==> src/blpm_pkg.sv <==
// Purpose: Shared constants and types of the boot and low-power controller
// Assumes: 40 MHz core_clk, synchronous active-high reset
// Notes: Register offsets are byte addresses on the plain register port
//
// Functional notes
// [RULE_01] Sample boot pin at release; low boots flash
// [RULE_02] Boot pin high starts the factory loader
// [RULE_03] Boot pin must settle before reset release
// [RULE_04] Fetch stack from word 0, vector from 4
// [RULE_05] Reset gates all clocks but tick, RAM
// [RULE_06] Software enables peripheral clocks before use
// [RULE_07] Writes dropped silently while config clock gated
// [RULE_08] Gated working clock stops peripheral function
// [RULE_09] Power-up lands in active mode
// [RULE_10] Sleep halts core, peripherals and pins untouched
// [RULE_11] Deep sleep halts core, stops fast oscillators
// [RULE_12] Wait instruction enters sleep or deep sleep
// [RULE_13] Sleep after handler enters on lowest return
// [RULE_14] Enabled interrupt wakes back to active
// [RULE_15] Brownout on either supply holds reset
// [RULE_16] Software moves clocks to slow oscillator first
// [RULE_17] Software waits for idle flash first
// [RULE_18] Software enables wake interrupt beforehand
// [RULE_19] Wake clock select forces internal fast clock
// [RULE_20] Core held until wake clock stable
package blpm_pkg;

    ////////////////////////////////////////////////////////////////////////
    // Register map
    localparam logic [7:0] OFS_CTRL = 8'h00;
    localparam logic [7:0] OFS_CFG_EN = 8'h04;
    localparam logic [7:0] OFS_WORK_EN = 8'h08;
    localparam logic [7:0] OFS_STATUS = 8'h0C;
    localparam logic [7:0] OFS_IRQ_EN = 8'h10;

    // Control register fields
    localparam int CTRL_DEEP_SEL = 0;
    localparam int CTRL_SLEEP_AFTER = 1;
    localparam int CTRL_WAKE_CLK = 2;
    localparam int CTRL_CLK_SEL = 4;
    localparam int CTRL_EXT_FAST = 8;
    localparam int CTRL_INT_FAST = 9;
    localparam int CTRL_EXT_SLOW = 10;
    localparam int CTRL_INT_SLOW = 11;

    // Status register fields
    localparam int STAT_STATE = 0;
    localparam int STAT_LOADER = 4;
    localparam int STAT_EXT_OK = 5;
    localparam int STAT_INT_OK = 6;

    // Reset values
    localparam logic [31:0] RST_CLK_EN = 32'h00000000;
    localparam logic [31:0] RST_IRQ_EN = 32'h00000000;
    localparam logic RST_INT_FAST = 1'b1;

    // Peripherals whose clocks stay on through reset
    localparam int TICK_IDX = 0;
    localparam int SRAM_IDX = 1;

    // Start-up fetch addresses and boot region bases
    localparam logic [31:0] ADDR_STACK = 32'h00000000;
    localparam logic [31:0] ADDR_VECTOR = 32'h00000004;
    localparam logic [31:0] BASE_FLASH = 32'h00000000;
    localparam logic [31:0] BASE_LOADER = 32'h00100000;

    // Oscillator settle time after its ready flag rises
    localparam int CLK_PERIOD_NS = 25;
    localparam int SETTLE_NS = 2000;
    localparam int SETTLE_CYC = (SETTLE_NS + CLK_PERIOD_NS - 1) / CLK_PERIOD_NS;

    typedef enum logic [2:0] {
        ST_CAPT = 3'h0,
        ST_FSP = 3'h1,
        ST_FPC = 3'h2,
        ST_LPC = 3'h3,
        ST_ACTIVE = 3'h4,
        ST_SLEEP = 3'h5,
        ST_DEEP = 3'h6,
        ST_WAKE = 3'h7
    } blpm_state_t;

    typedef enum logic [1:0] {
        CLK_INT = 2'h0,
        CLK_EXT = 2'h1,
        CLK_SLOW = 2'h2
    } blpm_clk_t;

endpackage : blpm_pkg

==> src/blpm_ctrl.sv <==
// Purpose: Boot source selection, start-up fetch and low-power modes
// Assumes: Memory read data arrives the cycle after memRd
// Notes: Brownout flags act as synchronous reset sources
//
// Local design decisions: the register offsets and the plain strobed port.
`timescale 1ns/100ps
module blpm_ctrl #(
    parameter int NP = 32,
    parameter int SETTLE = blpm_pkg::SETTLE_CYC
) (
    input wire logic core_clk,
    input wire logic srst,
    input wire logic borVddLow,
    input wire logic borVddaLow,
    input wire logic bootSelPin,
    input wire logic [7:0] regAddr,
    input wire logic [31:0] regWdata,
    input wire logic regWr,
    input wire logic regRd,
    output logic [31:0] regRdata,
    output logic memRd,
    output logic [31:0] memAddr,
    input wire logic [31:0] memRdata,
    output logic [31:0] bootBase,
    output logic [31:0] cpuStackPtr,
    output logic [31:0] cpuResetPc,
    output logic cpuRunEn,
    input wire logic cpuWfi,
    input wire logic cpuExitLowest,
    input wire logic [31:0] irqPending,
    output logic extFastOscEn,
    output logic intFastOscEn,
    output logic extSlowOscEn,
    output logic intSlowOscEn,
    input wire logic extFastOscRdy,
    input wire logic intFastOscRdy,
    output logic [1:0] sysClkSel,
    input wire logic [NP-1:0] periphWrReq,
    output logic [NP-1:0] periphWrEn,
    output logic [NP-1:0] cfgClkEn,
    output logic [NP-1:0] workClkEn,
    output logic sysRstOut
);
    // Elaboration-time refusal of peripheral counts the words cannot serve
    if (NP < 2 || NP > 32) begin : g_np_chk
        $error("blpm_ctrl: NP must be 2..32");
    end

    blpm_pkg::blpm_state_t state_r, state_nxt;
    logic sysRst;
    logic deepSel_r, sleepAfter_r, wakeClk_r;
    logic swExtFast_r, swIntFast_r;
    blpm_pkg::blpm_clk_t clkSel_r;
    logic [NP-1:0] cfgEn_r, workEn_r;
    logic [31:0] irqEn_r;
    logic loader_r;
    logic extStable, intStable;

    ////////////////////////////////////////////////////////////////////////
    // Reset sources: pin reset plus supply monitors on either rail
    assign sysRst = srst | borVddLow | borVddaLow; // [RULE_15]
    assign sysRstOut = sysRst;

    ////////////////////////////////////////////////////////////////////////
    // Register decode
    wire wrCtrl = regWr && (regAddr == blpm_pkg::OFS_CTRL);
    wire wrCfg = regWr && (regAddr == blpm_pkg::OFS_CFG_EN);
    wire wrWork = regWr && (regAddr == blpm_pkg::OFS_WORK_EN);
    wire wrIrq = regWr && (regAddr == blpm_pkg::OFS_IRQ_EN);

    // Mode events
    wire inActive = (state_r == blpm_pkg::ST_ACTIVE);
    wire sleepReq = cpuWfi | (sleepAfter_r & cpuExitLowest); // [RULE_12] [RULE_13]
    wire wakeReq = |(irqPending & irqEn_r); // [RULE_14]
    wire inDeep = (state_r == blpm_pkg::ST_DEEP);
    wire deepWake = inDeep && wakeReq;

    // Selected system clock is usable; slow sources need no wait
    wire selStable = (clkSel_r == blpm_pkg::CLK_INT) ? intStable :
                     (clkSel_r == blpm_pkg::CLK_EXT) ? extStable : 1'b1;

    ////////////////////////////////////////////////////////////////////////
    // Mode sequencer
    always_comb begin
        state_nxt = state_r;
        unique case (state_r)
            blpm_pkg::ST_CAPT: state_nxt = blpm_pkg::ST_FSP;
            blpm_pkg::ST_FSP: state_nxt = blpm_pkg::ST_FPC;
            blpm_pkg::ST_FPC: state_nxt = blpm_pkg::ST_LPC;
            blpm_pkg::ST_LPC: state_nxt = blpm_pkg::ST_ACTIVE; // [RULE_09]
            blpm_pkg::ST_ACTIVE: begin
                if (sleepReq) begin
                    state_nxt = deepSel_r ? blpm_pkg::ST_DEEP
                                          : blpm_pkg::ST_SLEEP; // [RULE_12]
                end
            end
            blpm_pkg::ST_SLEEP: begin
                if (wakeReq) begin
                    state_nxt = blpm_pkg::ST_ACTIVE; // [RULE_14]
                end
            end
            blpm_pkg::ST_DEEP: begin
                if (wakeReq) begin
                    state_nxt = blpm_pkg::ST_WAKE;
                end
            end
            blpm_pkg::ST_WAKE: begin
                if (selStable) begin
                    state_nxt = blpm_pkg::ST_ACTIVE; // [RULE_20]
                end
            end
        endcase
    end

    always_ff @(posedge core_clk) begin
        if (sysRst) begin
            state_r <= blpm_pkg::ST_CAPT;
        end else begin
            state_r <= state_nxt;
        end
    end

    ////////////////////////////////////////////////////////////////////////
    // Boot pin is looked at in the first cycle after release and never again
    always_ff @(posedge core_clk) begin
        if (sysRst) begin
            loader_r <= 1'b0;
        end else if (state_r == blpm_pkg::ST_CAPT) begin
            loader_r <= bootSelPin; // [RULE_01] [RULE_02]
        end
    end
    assign bootBase = loader_r ? blpm_pkg::BASE_LOADER
                               : blpm_pkg::BASE_FLASH; // [RULE_02]

    ////////////////////////////////////////////////////////////////////////
    // Start-up fetch: stack word, then vector word, one read each
    always_ff @(posedge core_clk) begin
        if (sysRst) begin
            memRd <= 1'b0;
            memAddr <= blpm_pkg::ADDR_STACK;
            cpuStackPtr <= 32'h00000000;
            cpuResetPc <= 32'h00000000;
        end else begin
            memRd <= (state_r == blpm_pkg::ST_CAPT)
                  || (state_r == blpm_pkg::ST_FSP); // [RULE_04]
            if (state_r == blpm_pkg::ST_FSP) begin
                memAddr <= blpm_pkg::ADDR_VECTOR; // [RULE_04]
            end
            if (state_r == blpm_pkg::ST_FPC) begin
                cpuStackPtr <= memRdata; // [RULE_04]
            end
            if (state_r == blpm_pkg::ST_LPC) begin
                cpuResetPc <= memRdata; // [RULE_04]
            end
        end
    end

    // Core runs only in active mode; sleep leaves everything else alone
    assign cpuRunEn = inActive; // [RULE_10] [RULE_11]

    ////////////////////////////////////////////////////////////////////////
    // Control register; a deep-sleep wake with wake clock select set beats a software clock write
    always_ff @(posedge core_clk) begin
        if (sysRst) begin
            deepSel_r <= 1'b0;
            sleepAfter_r <= 1'b0;
            wakeClk_r <= 1'b0;
            clkSel_r <= blpm_pkg::CLK_INT;
            swExtFast_r <= 1'b0;
            swIntFast_r <= blpm_pkg::RST_INT_FAST;
            extSlowOscEn <= 1'b0;
            intSlowOscEn <= 1'b0;
        end else begin
            if (wrCtrl) begin
                deepSel_r <= regWdata[blpm_pkg::CTRL_DEEP_SEL];
                sleepAfter_r <= regWdata[blpm_pkg::CTRL_SLEEP_AFTER];
                wakeClk_r <= regWdata[blpm_pkg::CTRL_WAKE_CLK];
                clkSel_r <= blpm_pkg::blpm_clk_t'(
                    regWdata[blpm_pkg::CTRL_CLK_SEL +: 2]);
                swExtFast_r <= regWdata[blpm_pkg::CTRL_EXT_FAST];
                swIntFast_r <= regWdata[blpm_pkg::CTRL_INT_FAST];
                extSlowOscEn <= regWdata[blpm_pkg::CTRL_EXT_SLOW]; // [RULE_11]
                intSlowOscEn <= regWdata[blpm_pkg::CTRL_INT_SLOW];
            end
            if (deepWake && wakeClk_r) begin
                clkSel_r <= blpm_pkg::CLK_INT; // [RULE_19]
            end
        end
    end
    assign sysClkSel = clkSel_r;

    // Clock enable and wake interrupt enable words
    always_ff @(posedge core_clk) begin
        if (sysRst) begin
            cfgEn_r <= blpm_pkg::RST_CLK_EN[NP-1:0]; // [RULE_05]
            workEn_r <= blpm_pkg::RST_CLK_EN[NP-1:0]; // [RULE_05]
            irqEn_r <= blpm_pkg::RST_IRQ_EN;
        end else begin
            if (wrCfg) begin
                cfgEn_r <= regWdata[NP-1:0];
            end
            if (wrWork) begin
                workEn_r <= regWdata[NP-1:0];
            end
            if (wrIrq) begin
                irqEn_r <= regWdata;
            end
        end
    end

    ////////////////////////////////////////////////////////////////////////
    // Fast oscillators: off in deep sleep, the clock in use is kept on
    wire wantInt = (clkSel_r == blpm_pkg::CLK_INT)
                 || (deepWake && wakeClk_r);
    wire wantExt = (clkSel_r == blpm_pkg::CLK_EXT) && !(deepWake && wakeClk_r);
    wire fastOff = inDeep && !wakeReq; // [RULE_11]

    blpm_osc_ctrl #(.SETTLE(SETTLE)) uExtOsc (
        .core_clk(core_clk),
        .srst(sysRst),
        .swEn(swExtFast_r),
        .forceOn(wantExt),
        .forceOff(fastOff),
        .oscRdy(extFastOscRdy),
        .oscEn(extFastOscEn),
        .oscStable(extStable)
    );

    blpm_osc_ctrl #(.SETTLE(SETTLE)) uIntOsc (
        .core_clk(core_clk),
        .srst(sysRst),
        .swEn(swIntFast_r),
        .forceOn(wantInt),
        .forceOff(fastOff),
        .oscRdy(intFastOscRdy),
        .oscEn(intFastOscEn),
        .oscStable(intStable)
    );

    blpm_periph_gate #(.NP(NP)) uGate (
        .cfgEnReg(cfgEn_r),
        .workEnReg(workEn_r),
        .periphWrReq(periphWrReq),
        .cfgClkEn(cfgClkEn),
        .workClkEn(workClkEn),
        .periphWrEn(periphWrEn)
    );

    ////////////////////////////////////////////////////////////////////////
    // Read mux; unmapped offsets read as zero
    wire [31:0] ctrlWord = {20'h00000, intSlowOscEn, extSlowOscEn,
                            swIntFast_r, swExtFast_r, 2'b00, clkSel_r,
                            1'b0, wakeClk_r, sleepAfter_r, deepSel_r};
    wire [31:0] statWord = {25'h0000000, intStable, extStable, loader_r,
                            1'b0, state_r};
    wire [31:0] rdMux =
        (regAddr == blpm_pkg::OFS_CTRL) ? ctrlWord :
        (regAddr == blpm_pkg::OFS_CFG_EN) ? 32'(cfgEn_r) :
        (regAddr == blpm_pkg::OFS_WORK_EN) ? 32'(workEn_r) :
        (regAddr == blpm_pkg::OFS_STATUS) ? statWord :
        (regAddr == blpm_pkg::OFS_IRQ_EN) ? irqEn_r : 32'h00000000;

    always_ff @(posedge core_clk) begin
        if (sysRst || !regRd) begin
            regRdata <= 32'h00000000;
        end else begin
            regRdata <= rdMux;
        end
    end

    // Gate pattern expected in the first cycle after any reset
    wire [NP-1:0] rstOn = (NP'(1) << blpm_pkg::TICK_IDX)
                        | (NP'(1) << blpm_pkg::SRAM_IDX);
endmodule : blpm_ctrl

==> src/blpm_osc_ctrl.sv <==
// Purpose: Enable and settle tracking for one fast oscillator
// Assumes: Ready flag synchronous to core_clk
// Notes: Stable only after the ready flag stays high for SETTLE cycles
`timescale 1ns/100ps
module blpm_osc_ctrl #(
    parameter int SETTLE = blpm_pkg::SETTLE_CYC
) (
    input wire logic core_clk,
    input wire logic srst,
    input wire logic swEn,
    input wire logic forceOn,
    input wire logic forceOff,
    input wire logic oscRdy,
    output logic oscEn,
    output logic oscStable
);
    // Elaboration-time refusal of settle counts the counter cannot hold
    if (SETTLE < 1 || SETTLE > 65535) begin : g_settle_chk
        $error("blpm_osc_ctrl: SETTLE out of range");
    end

    logic [15:0] cnt_r;
    logic enable;

    ////////////////////////////////////////////////////////////////////////
    // Stop request beats every keep-on request
    assign enable = (swEn | forceOn) & ~forceOff;
    assign oscStable = (cnt_r == 16'(SETTLE));

    // Counter restarts whenever the oscillator drops or loses ready
    always_ff @(posedge core_clk) begin
        if (srst || !enable || !oscRdy) begin
            cnt_r <= 16'h0000;
        end else if (!oscStable) begin
            cnt_r <= cnt_r + 16'h0001;
        end
    end

    always_ff @(posedge core_clk) begin
        if (srst) begin
            oscEn <= 1'b0;
        end else begin
            oscEn <= enable;
        end
    end

endmodule : blpm_osc_ctrl

==> src/blpm_periph_gate.sv <==
// Purpose: Peripheral configuration and working clock gates
// Assumes: Enable words come from registers
// Notes: Tick timer and RAM clocks can never be switched off
`timescale 1ns/100ps
module blpm_periph_gate #(
    parameter int NP = 32
) (
    input wire logic [NP-1:0] cfgEnReg,
    input wire logic [NP-1:0] workEnReg,
    input wire logic [NP-1:0] periphWrReq,
    output logic [NP-1:0] cfgClkEn,
    output logic [NP-1:0] workClkEn,
    output logic [NP-1:0] periphWrEn
);
    // Elaboration-time refusal of a width without the always-on bits
    if (NP <= blpm_pkg::SRAM_IDX || NP <= blpm_pkg::TICK_IDX) begin : g_np_chk
        $error("blpm_periph_gate: NP too small");
    end

    wire [NP-1:0] onMask = (NP'(1) << blpm_pkg::TICK_IDX)
                         | (NP'(1) << blpm_pkg::SRAM_IDX);

    ////////////////////////////////////////////////////////////////////////
    // Always-on clocks ORed in; a write to a gated block simply vanishes
    assign cfgClkEn = cfgEnReg | onMask; // [RULE_05]
    assign workClkEn = workEnReg | onMask; // [RULE_08]
    assign periphWrEn = periphWrReq & cfgClkEn; // [RULE_07]

endmodule : blpm_periph_gate

==> config.mk <==
export PLATFORM = sky130hd
export DESIGN_NAME = blpm_ctrl
export DESIGN_NICKNAME = d
export VERILOG_FILES = /design/src/blpm_pkg.sv /design/src/blpm_ctrl.sv /design/src/blpm_osc_ctrl.sv /design/src/blpm_periph_gate.sv
export SDC_FILE = /design/constraint.sdc
export NUM_CORES = 1
export LEC_CHECK = 0
export ABC_AREA = 1
export BUFFER_PORTS_ARGS = -buffer_cell sky130_fd_sc_hd__buf_2
export CORE_MARGIN = 4
export CORE_UTILIZATION = 45
export DETAILED_ROUTE_END_ITERATION = 16
export PLACE_DENSITY = 0.77
export SETUP_SLACK_MARGIN = 0.5
export SYNTH_ARGS = -nofsm -noshare
export SYNTH_HDL_FRONTEND = slang
export SYNTH_HIERARCHICAL = 1
export SYNTH_SLANG_ARGS = --single-unit
==> constraint.sdc <==
create_clock -name core_clk -period 1.5 [get_ports core_clk]
set_input_delay 0.3 -clock core_clk [delete_from_list [all_inputs] [get_ports core_clk]]
set_output_delay 0.3 -clock core_clk [all_outputs]
set_load 0.005 [all_outputs]
Word-level counts from Yosys, hierarchy flattened --
Cells that the tools add are included.
Storage, ports and cells: register bits after elaboration 241, input bits 147, word-level logic and storage cells 97
Cells by class: add/sub/neg operators 2, equal/unequal tests 18, multiplexer cells 14, bitwise gates (word level) 11, reduce and logical (&&, ||, !) cells 29
Operators by type and width (number):
- $mux W32 | 4
- $and A32 B32 Y32 | 2
- $add A16 B1 Y16 const B | 2
- $eq A16 B7 Y1 const B | 2
- $reduce_or A32 Y1 | 1
- $pmux W3 S8 | 1
- $mux W21 | 1
- $eq A8 B4 Y1 const B | 2
- $eq A3 B3 Y1 const B | 4
- $mux W12 | 1
- $mux W3 | 4
- $eq A8 B3 Y1 const B | 1
- $eq A8 B5 Y1 const B | 1
- $logic_and A1 B1 Y1 | 8
- $logic_not A8 Y1 | 1
- $logic_not A1 Y1 | 7
- $logic_or A1 B1 Y1 | 7
- $eq A3 B2 Y1 const B | 2
- $ne A2 B2 Y1 const B | 3
- $or A1 B1 Y1 | 5
- $reduce_and A4 Y1 | 1
- $reduce_or A2 Y1 | 2
- $and A1 B1 Y1 | 3
- $eq A3 B1 Y1 const B | 1
- other kinds (7) | 8

Depth between registers and ports, before layout --
Gate-level depths: netlist of run 1.
word-level depth 11, gate-level depth with buffers 14, gate-level depth less buffers 14

Hierarchy --
The synthesis of run 1 kept the hierarchy.
By module, submodules not included:
- blpm_ctrl | times used 1, cells an instance 1088, area an instance 8609.5 µm²
- blpm_osc_ctrl | times used 2, cells an instance 142, area an instance 895.9 µm²
- blpm_periph_gate | times used 1, cells an instance 127, area an instance 724.4 µm²

Least setup slack after synthesis of run 1 --
No wires, ideal clock.
path kind input to register, start input port borVddLow, end register uExtOsc.cnt_r[9], arrival time 1.575 ns, data required time 1.436 ns, slack -0.139 ns, cell stages on the path 8, path buffers 1, cells stage by stage nor3_4 -> inv_2 -> buf_1 -> nor3_2 -> nand2_1 -> inv_2 -> nand2_1 -> nor2_1
Between the ends: longest elaborated chain between the ends 4
Ends and longest elaborated chain:
- start, declared | line blpm_ctrl.sv:13 | input wire logic borVddLow,
- $or A1 B1 Y1 (2 in series) | line blpm_ctrl.sv:61 | assign sysRst = srst | borVddLow | borVddaLow;
- named net sysRstOut | line blpm_ctrl.sv:42 | output logic sysRstOut
- $logic_or A1 B1 Y1 (2 in series) | line blpm_osc_ctrl.sv:32 | if (srst || !enable || !oscRdy) begin
- end signal, assigned | line blpm_osc_ctrl.sv:35 | cnt_r <= cnt_r + 16'h0001;
- end, declared | line blpm_osc_ctrl.sv:22 | logic [15:0] cnt_r;
The timed path passes the listed nets, and every way through them passes these cells. A chain may end at the register's enable or synchronous reset.

Worst setup path after layout of run 1 --
start register irqEn_r[18], end register uExtOsc.cnt_r[1]
Between the ends: longest elaborated chain between the ends 11, elaborated cells on any way between the ends 14
Ends and longest elaborated chain:
- start, declared | line blpm_ctrl.sv:55 | logic [31:0] irqEn_r;
- start signal, assigned | line blpm_ctrl.sv:197 | irqEn_r <= blpm_pkg::RST_IRQ_EN;
- start signal, assigned | line blpm_ctrl.sv:206 | irqEn_r <= regWdata;
- $and A32 B32 Y32 | line blpm_ctrl.sv:74 | wire wakeReq = |(irqPending & irqEn_r);
- $reduce_or A32 Y1 | line blpm_ctrl.sv:74
- $logic_and A1 B1 Y1 | line blpm_ctrl.sv:76 | wire deepWake = inDeep && wakeReq;
- $logic_and A1 B1 Y1 | line blpm_ctrl.sv:215 | wire wantExt = (clkSel_r == blpm_pkg::CLK_EXT) && !(deepWake && wakeClk_r);
- $logic_not A1 Y1 | line blpm_ctrl.sv:215
- $logic_and A1 B1 Y1 | line blpm_ctrl.sv:215
- named net wantExt | line blpm_ctrl.sv:215
- $or A1 B1 Y1 | line blpm_osc_ctrl.sv:27 | assign enable = (swEn | forceOn) & ~forceOff;
- $and A1 B1 Y1 | line blpm_osc_ctrl.sv:27
- $logic_not A1 Y1 | line blpm_osc_ctrl.sv:32
- $logic_or A1 B1 Y1 (2 in series) | line blpm_osc_ctrl.sv:32
The timed path passes the listed nets, and every way through them passes these cells.

==> results_dict.tcl, run 1 <==
set metrics [dict create \
    cts.clk_slew.worst_paths_ns 0.06 \
    start_util_pct 45.75 \
    num_vias 12360 \
    numClockSinks 241 \
    status "finished with violations" \
    avgSynthCellArea_um2 7.422 \
    syn-cell-area_um2 11130 \
    skew_ns 0.01549 \
    wl_per_cell_um 18.33 \
    drt_iter0_drc 1038 \
    cts_tree "built" \
    port_buffers 341 \
    worstPathRequired_ns 1.96 \
    dp_worst_setup_slack_ns -0.4236 \
    syn_inst 1499 \
    root_buffer "clkbuf_16" \
    grt_setup_unrepaired "yes" \
    setup_violations 101 \
    grt_first_pass_wirelength_mm 56.74 \
    gp_congestion 0.8696 \
    p_comb_share_pct 5.8 \
    io_pins 412 \
    timing.final.ws_setup_ns -0.4884 \
    antenna_found_initial 2 \
    crit_type "flop to flop" \
    switchingPower_uw 3129 \
    switching_share_pct 23.50 \
    synth_area_leaders "dfxtp_1 (43%), buf_4 (9.3%), nand2_1 (9.2%)" \
    yosys.cell_types.count 44 \
    clk_path_buf_depth 3 \
    vias_per_cell 5.216 \
    yosysWarnings 6 \
    maxSlewViolCount 0 \
    grt_max_degree 52 \
    fin_crit_ns 1.988 \
    fp.dieArea_um2 27300 \
    clock_insertion_delay_worst_skew_ns 0.54 \
    drive_above_1_share_pct 53.30 \
    antenna_cells 0 \
    finalNetCount 2178 \
    overflow 0 \
    syn_to_final_growth_pct 59.47 \
    dp_cells 2179 \
    clock.fmax_mhz 502.9 \
    rows 57 \
    crit_path_max_fanout 8 \
    ant_nets 0 \
    drtPass1Iterations 7 \
    synth_top_area_share_pct 43.36 \
    grt_pass1_vias 11420 \
    synth_seq_cells 241 \
    placed_area_um2 13650 \
    synthArstFlopShare_pct 0 \
    hold_violations 0 \
    cp-end-kind "flop" \
    drc_errors 0 \
    clockPowerShare_pct 46.2 \
    violations "setup timing" \
    cp-start-kind "flop" \
    die_width_um 165.2 \
    dpl.hpwl_mm 25.37 \
    cellLeakagePower_uw 0.008442 \
    finalNonFillerCells 2369 \
    max_cap_viol_count 0 \
    cts_buffers 27 \
    grt_use_total_pct 25.82 \
    finalCritPeriodShare_pct 132.6 \
    cp.arrival_ns 2.45 \
    core_um2 24320 \
    ir_drop_mv 0.7790 \
    p_total_uw 13320 \
    wl_mm 43.43 \
    p_int_uw 10190 \
    hp-class "input port to flop" \
    ys_seq_area_share_pct 43.36 \
    die_h_um 165.2 \
    cts_max_level 1 \
    p_seq_share_pct 48.0 \
    synth_edf_count 0 \
    ys.flop_type "dfxtp_1" \
    p_per_area_nw_per_um2 750.5 \
    synth_area_leader_cell "dfxtp_1" \
    stdcell_area_um2 17740 \
]
[cell families (layout without fill, tap and decap cells)]
group | count (synthesis) | count (layout) | share of synthesized area [%]
DFF | 241 | 241 | 43.36
other | 2 | 66 | 0.06750
adders and majority gates | 4 | 4 | 0.4499
xor gates and xnor gates | 4 | 4 | 0.3149
buffers and inverters | 365 | 845 | 17.45
AOI/OAI and AO/OA | 335 | 335 | 17.69
and+or+nand+nor | 548 | 550 | 20.66
[registers in the layout (all words and copies together), names as in the netlist, 2 cells and up]
signal         count
sysClkSel          2
cpuStackPtr       32
workEn_r          32
uExtOsc/cnt_r     16
cfgEn_r           32
cpuResetPc        32
uIntOsc/cnt_r     16
regRdata          32
state_r            3
irqEn_r           32
[metal layers]
layer  GRT usage (%)  vias to the layer above  wire [um]
li1                -                     5702          -
met1           28.54                     5831      15160
met2           46.83                      661      22070
met3           5.907                      158       3920
met4           11.91                        4       2258
met5               0                        -         21
[synthesized netlist by cell type, types with 2 or more instances]
cell type	count
inv_1	162
nand4_1	2
conb_1	2
a211oi_2	26
buf_6	4
inv_2	9
and2_1	2
buf_1	2
nor3_2	2
a21oi_1	129
o21bai_1	2
buf_4	138
or2_0	2
nand3_1	53
and3_1	2
o21ai_1	60
nor3_4	2
nor2_4	5
o21ai_0	84
clkbuf_1	30
o211ai_1	18
ha_1	4
dfxtp_1	241
nand2_1	273
a41oi_1	7
nor3_1	9
nand2_2	4
nor2_2	4
a211oi_1	6
nor2_1	181
buf_2	18
xor2_1	4
[what timing repair did]
action                                  4_1_cts  5_1_grt
resized for setup                           250      370
endpoints found under the setup margin      433      438
hold endpoints to repair                      8        0
buffers inserted                             67       49
pin swaps                                    24       68
hold buffers                                  8        0
cloned                                       13        6
[final timing paths]
check / cells after the start / end / startpoint / slack [ns]
hold / removal: 3 / cpuResetPc[24] / memRdata[24] / 0.03
setup / recovery: 13 / uExtOsc/cnt_r[1] / irqEn_r[18] / -0.49
setup reg to reg: 13 / uExtOsc/cnt_r[1] / irqEn_r[18] / -0.49
hold reg to reg: 2 / cpuStackPtr[25] / cpuStackPtr[25] / 0.46
[cells in the final DEF (no fill, tap or decap), types with 52 or more instances in the layout]
| cell | synthesis | final |
|---|---|---|
| buf_2 | 18 | 240 |
| nand2_1 | 273 | 238 |
| buf_4 | 138 | 195 |
| buf_6 | 4 | 145 |
| inv_1 | 162 | 137 |
| dfxtp_2 | 0 | 125 |
| dfxtp_1 | 241 | 102 |
| nor2_1 | 181 | 92 |
| a21oi_1 | 129 | 92 |
| o21ai_1 | 60 | 67 |
| conb_1 | 2 | 66 |
| nor2_2 | 4 | 52 |
[power by group through the flow]
stage / clock, uW / combinational [uW] / sequential, uW
floorplan: 0 / 354 / 6560
global placement: 0 / 553 / 6560
detailed placement: 0 / 561 / 6560
CTS: 6230 / 659 / 6410
global route: 6510 / 828 / 6390
finish: 6150 / 775 / 6390
[stage by stage]
stage | TNS [ns] | utilization, % | hold slack, ns
3_3_place_gp | -28.67 | 56.15 | 0.4270
2_1_floorplan | 0 | - | 0.4349
4_1_cts | -10.28 | 65.43 | 0.0003030
5_1_grt | -26.26 | 72.95 | 0.01971
6_report | -20.20 | 72.95 | 0.02520
3_5_place_dp | -33.75 | 56.15 | 0.4350
[worst max-delay path: stages, from the launching register on]
cell        delay (ns)
dfxtp_1           0.33
nand2_1           0.07
nand2_1           0.07
nor2_2            0.12
nand2_2           0.10
nor2_4            0.17
nand2_2           0.11
a31oi_4           0.16
nor2_2            0.07
nor3_2            0.26
nand2_4           0.16
clkinvlp_4        0.14
nand2_1           0.05
nor2_1            0.10
[cell type report]
| class | instances | area (um^2) |
|---|---|---|
| multi-input combinational | 959 | 5690 |
| clock inverter | 4 | 30.03 |
| sequential | 241 | 5034 |
| timing repair buffer | 623 | 5116 |
| tap | 324 | 405.4 |
| timing repair inverter | 2 | 15.01 |
| inverter | 173 | 685.7 |
| clock buffer | 43 | 765.7 |
| fill | 1594 | 6578 |
No activity file was read; power rests on OpenSTA's default activity.
==> inputs of run 2 (changes only) <==
--- a/config.mk
+++ b/config.mk
@@ -11,6 +11,7 @@
 export CORE_UTILIZATION = 45
 export DETAILED_ROUTE_END_ITERATION = 16
 export PLACE_DENSITY = 0.77
+export RECOVER_POWER = 25
 export SETUP_SLACK_MARGIN = 0.5
 export SYNTH_ARGS = -nofsm -noshare
 export SYNTH_HDL_FRONTEND = slang
==> run 2 against run 1 <==
Net effect: the run still ends with setup timing left; register-to-register slack is essentially flat; worst hold slack worse by 0.0038 ns; largest power group unchanged; wire length increased by 0.21%; largest cell class unchanged; total power about the same; sequential power about the same; flip-flop and latch count is the same; combinational power down 2%; critical endpoint unchanged.
==> results_dict.tcl, run 2 (same netlist as run 1, synthesis figures left out) <==
set metrics [dict create \
    violations "setup timing" \
    path_cells "nand2_1, nand2_1, nor2_2, nand2_2, nor2_4, nand2_2, a31oi_4, nor2_2, nor3_2, nand2_4, clkinvlp_4, nand2_1, nor2_1" \
    start_util_pct 45.75 \
    p_total_uw 13320 \
    p_per_area_nw_per_um2 757.2 \
    num_vias 12360 \
    finalNonFillerCells 2369 \
    crit_path_max_fanout 8 \
    port_buffers 341 \
    cp.arrival_ns 2.45 \
    slowest_delay_ns 0.33 \
    gp_congestion 0.8696 \
    cp-start-kind "flop" \
    clock.fmax_mhz 502.2 \
    fin_crit_ns 1.991 \
    drt_iter0_drc 1005 \
    cts_buffers 27 \
    crit_start "irqEn_r[18]" \
    grt_first_pass_wirelength_mm 56.74 \
    reg2reg_slack_ns -0.49 \
    slowest_stage "dfxtp_1" \
    cpMostUsedCell "nand2_1" \
    grt_use_total_pct 25.82 \
    dp_cells 2179 \
    wl_per_cell_um 18.37 \
    wl_mm 43.52 \
    drtPass1Iterations 5 \
    setup_violations 176 \
    cp-end-kind "flop" \
    grt_setup_unrepaired "yes" \
    clk_path_buf_depth 3 \
    busiest_layer "met2" \
    cts_tree "built" \
    root_buffer "clkbuf_16" \
    utilization_pct 72.35 \
    grt_pass1_vias 11420 \
    layout_common_cells "buf_2 (240), nand2_1 (239), buf_4 (195)" \
    finalNetCount 2178 \
    finalCritPeriodShare_pct 132.8 \
    r2r-end "uExtOsc/cnt_r[1]" \
    drc_errors 0 \
    fp.dieArea_um2 27300 \
    endpoint "uExtOsc/cnt_r[1]" \
    num-fill-cells 1621 \
    io_pins 412 \
    ant_nets 0 \
    numClockSinks 241 \
    maxSlewViolCount 0 \
    use_met1_pct 28.54 \
    timing.final.ws_setup_ns -0.4914 \
    grt_max_degree 52 \
    drive_above_1_share_pct 52.81 \
    r2r_cells 13 \
    skew_ns 0.02154 \
    die_width_um 165.2 \
    ir_drop_mv 0.7802 \
    grtUsageMet2_pct 46.83 \
    clock_insertion_delay_worst_skew_ns 0.54 \
    max_cap_viol_count 0 \
    layout_commonest_cell "buf_2" \
    hold_violations 0 \
    dpl.hpwl_mm 25.37 \
    vias_per_cell 5.216 \
    antenna_cells 0 \
    antenna_found_initial 2 \
    cts.clk_slew.worst_paths_ns 0.06 \
    syn_to_final_growth_pct 58.14 \
    overflow 0 \
    reg2reg_from "irqEn_r[18]" \
    hp-class "input port to flop" \
    cellLeakagePower_uw 0.008403 \
    cts_max_level 1 \
    status "finished with violations" \
    worstPathRequired_ns 1.96 \
    core_um2 24320 \
    rows 57 \
    grt_use_met3_pct 5.907 \
    die_h_um 165.2 \
    crit_type "flop to flop" \
]
==> run 2: report_power, final <==
| group | total, uW | leakage [uW] | internal [uW] | switching, uW |
|---|---|---|---|---|
| clock network | 6170 | 0.000388 | 3480 | 2690 |
| logic | 760 | 0.00600 | 315 | 445 |
| registers | 6390 | 0.00201 | 6390 | 7.18 |
| total | 13300 | 0.00840 | 10200 | 3140 |
==> run 2: worst min path at each step <==
stage                                from              end  cells after the start  slack, ns
after detailed placement  cpuStackPtr[20]  cpuStackPtr[20]                      2       0.43
after CTS                    memRdata[13]   cpuResetPc[13]                      3     0.0003
after floorplan               memRdata[0]    cpuResetPc[0]                      2       0.43
after global routing          regWdata[4]     sysClkSel[0]                      3       0.02
after global placement     cpuStackPtr[9]   cpuStackPtr[9]                      2       0.43
final                         memRdata[8]    cpuResetPc[8]                      3       0.02
==> run 2: area by class of cell <==
cell class / instances / area (um^2) / area share [%]
repair inverters: 2 / 15.01 / 0.08534
inverters: 173 / 683.2 / 3.883
repair buffers: 623 / 5041 / 28.65
clock inverters: 4 / 30.03 / 0.1707
flip-flops and latches: 241 / 5026 / 28.57
well taps: 324 / 405.4 / 2.304
multi-input cells: 959 / 5628 / 31.99
clock buffers: 43 / 765.7 / 4.352
==> run 2: repair_timing <==
item	in CTS	in global routing
gates resized for setup	250	370
gates cloned	13	6
pin swaps	24	68
endpoints found under the hold margin	8	0
buffers inserted	67	49
hold buffers	8	0
endpoints found under the setup margin	433	438
==> run 2: worst max-delay path: cells and delay by family (launching register included) <==
kind	cells	cell delay (ns)
AO/OA/AOI/OAI	1	0.17
buffers and inverters	1	0.14
flip-flops	1	0.33
AND/OR/NAND/NOR	11	1.28
==> run 2: stage by stage <==
step / setup TNS [ns] / worst slack [ns] / hold WS (ns) / instance area, um^2
global route: -43.18 / -0.5417 / 0.01971 / 17590
finish: -29.07 / -0.4914 / 0.02140 / 17590
floorplan: 0 / 0.02132 / 0.4349 / 11710
global placement: -28.67 / -0.3876 / 0.4270 / 13650
detailed placement: -33.75 / -0.4236 / 0.4350 / 13650
CTS: -10.28 / -0.2864 / 0.0003030 / 15910
==> run 2: per-layer routing <==
metal / vias up / part of all wire (%)
li1: 5698 / -
met1: 5803 / 35
met2: 684 / 51
met3: 168 / 8.8
met4: 4 / 5.5
met5: - / 0.048
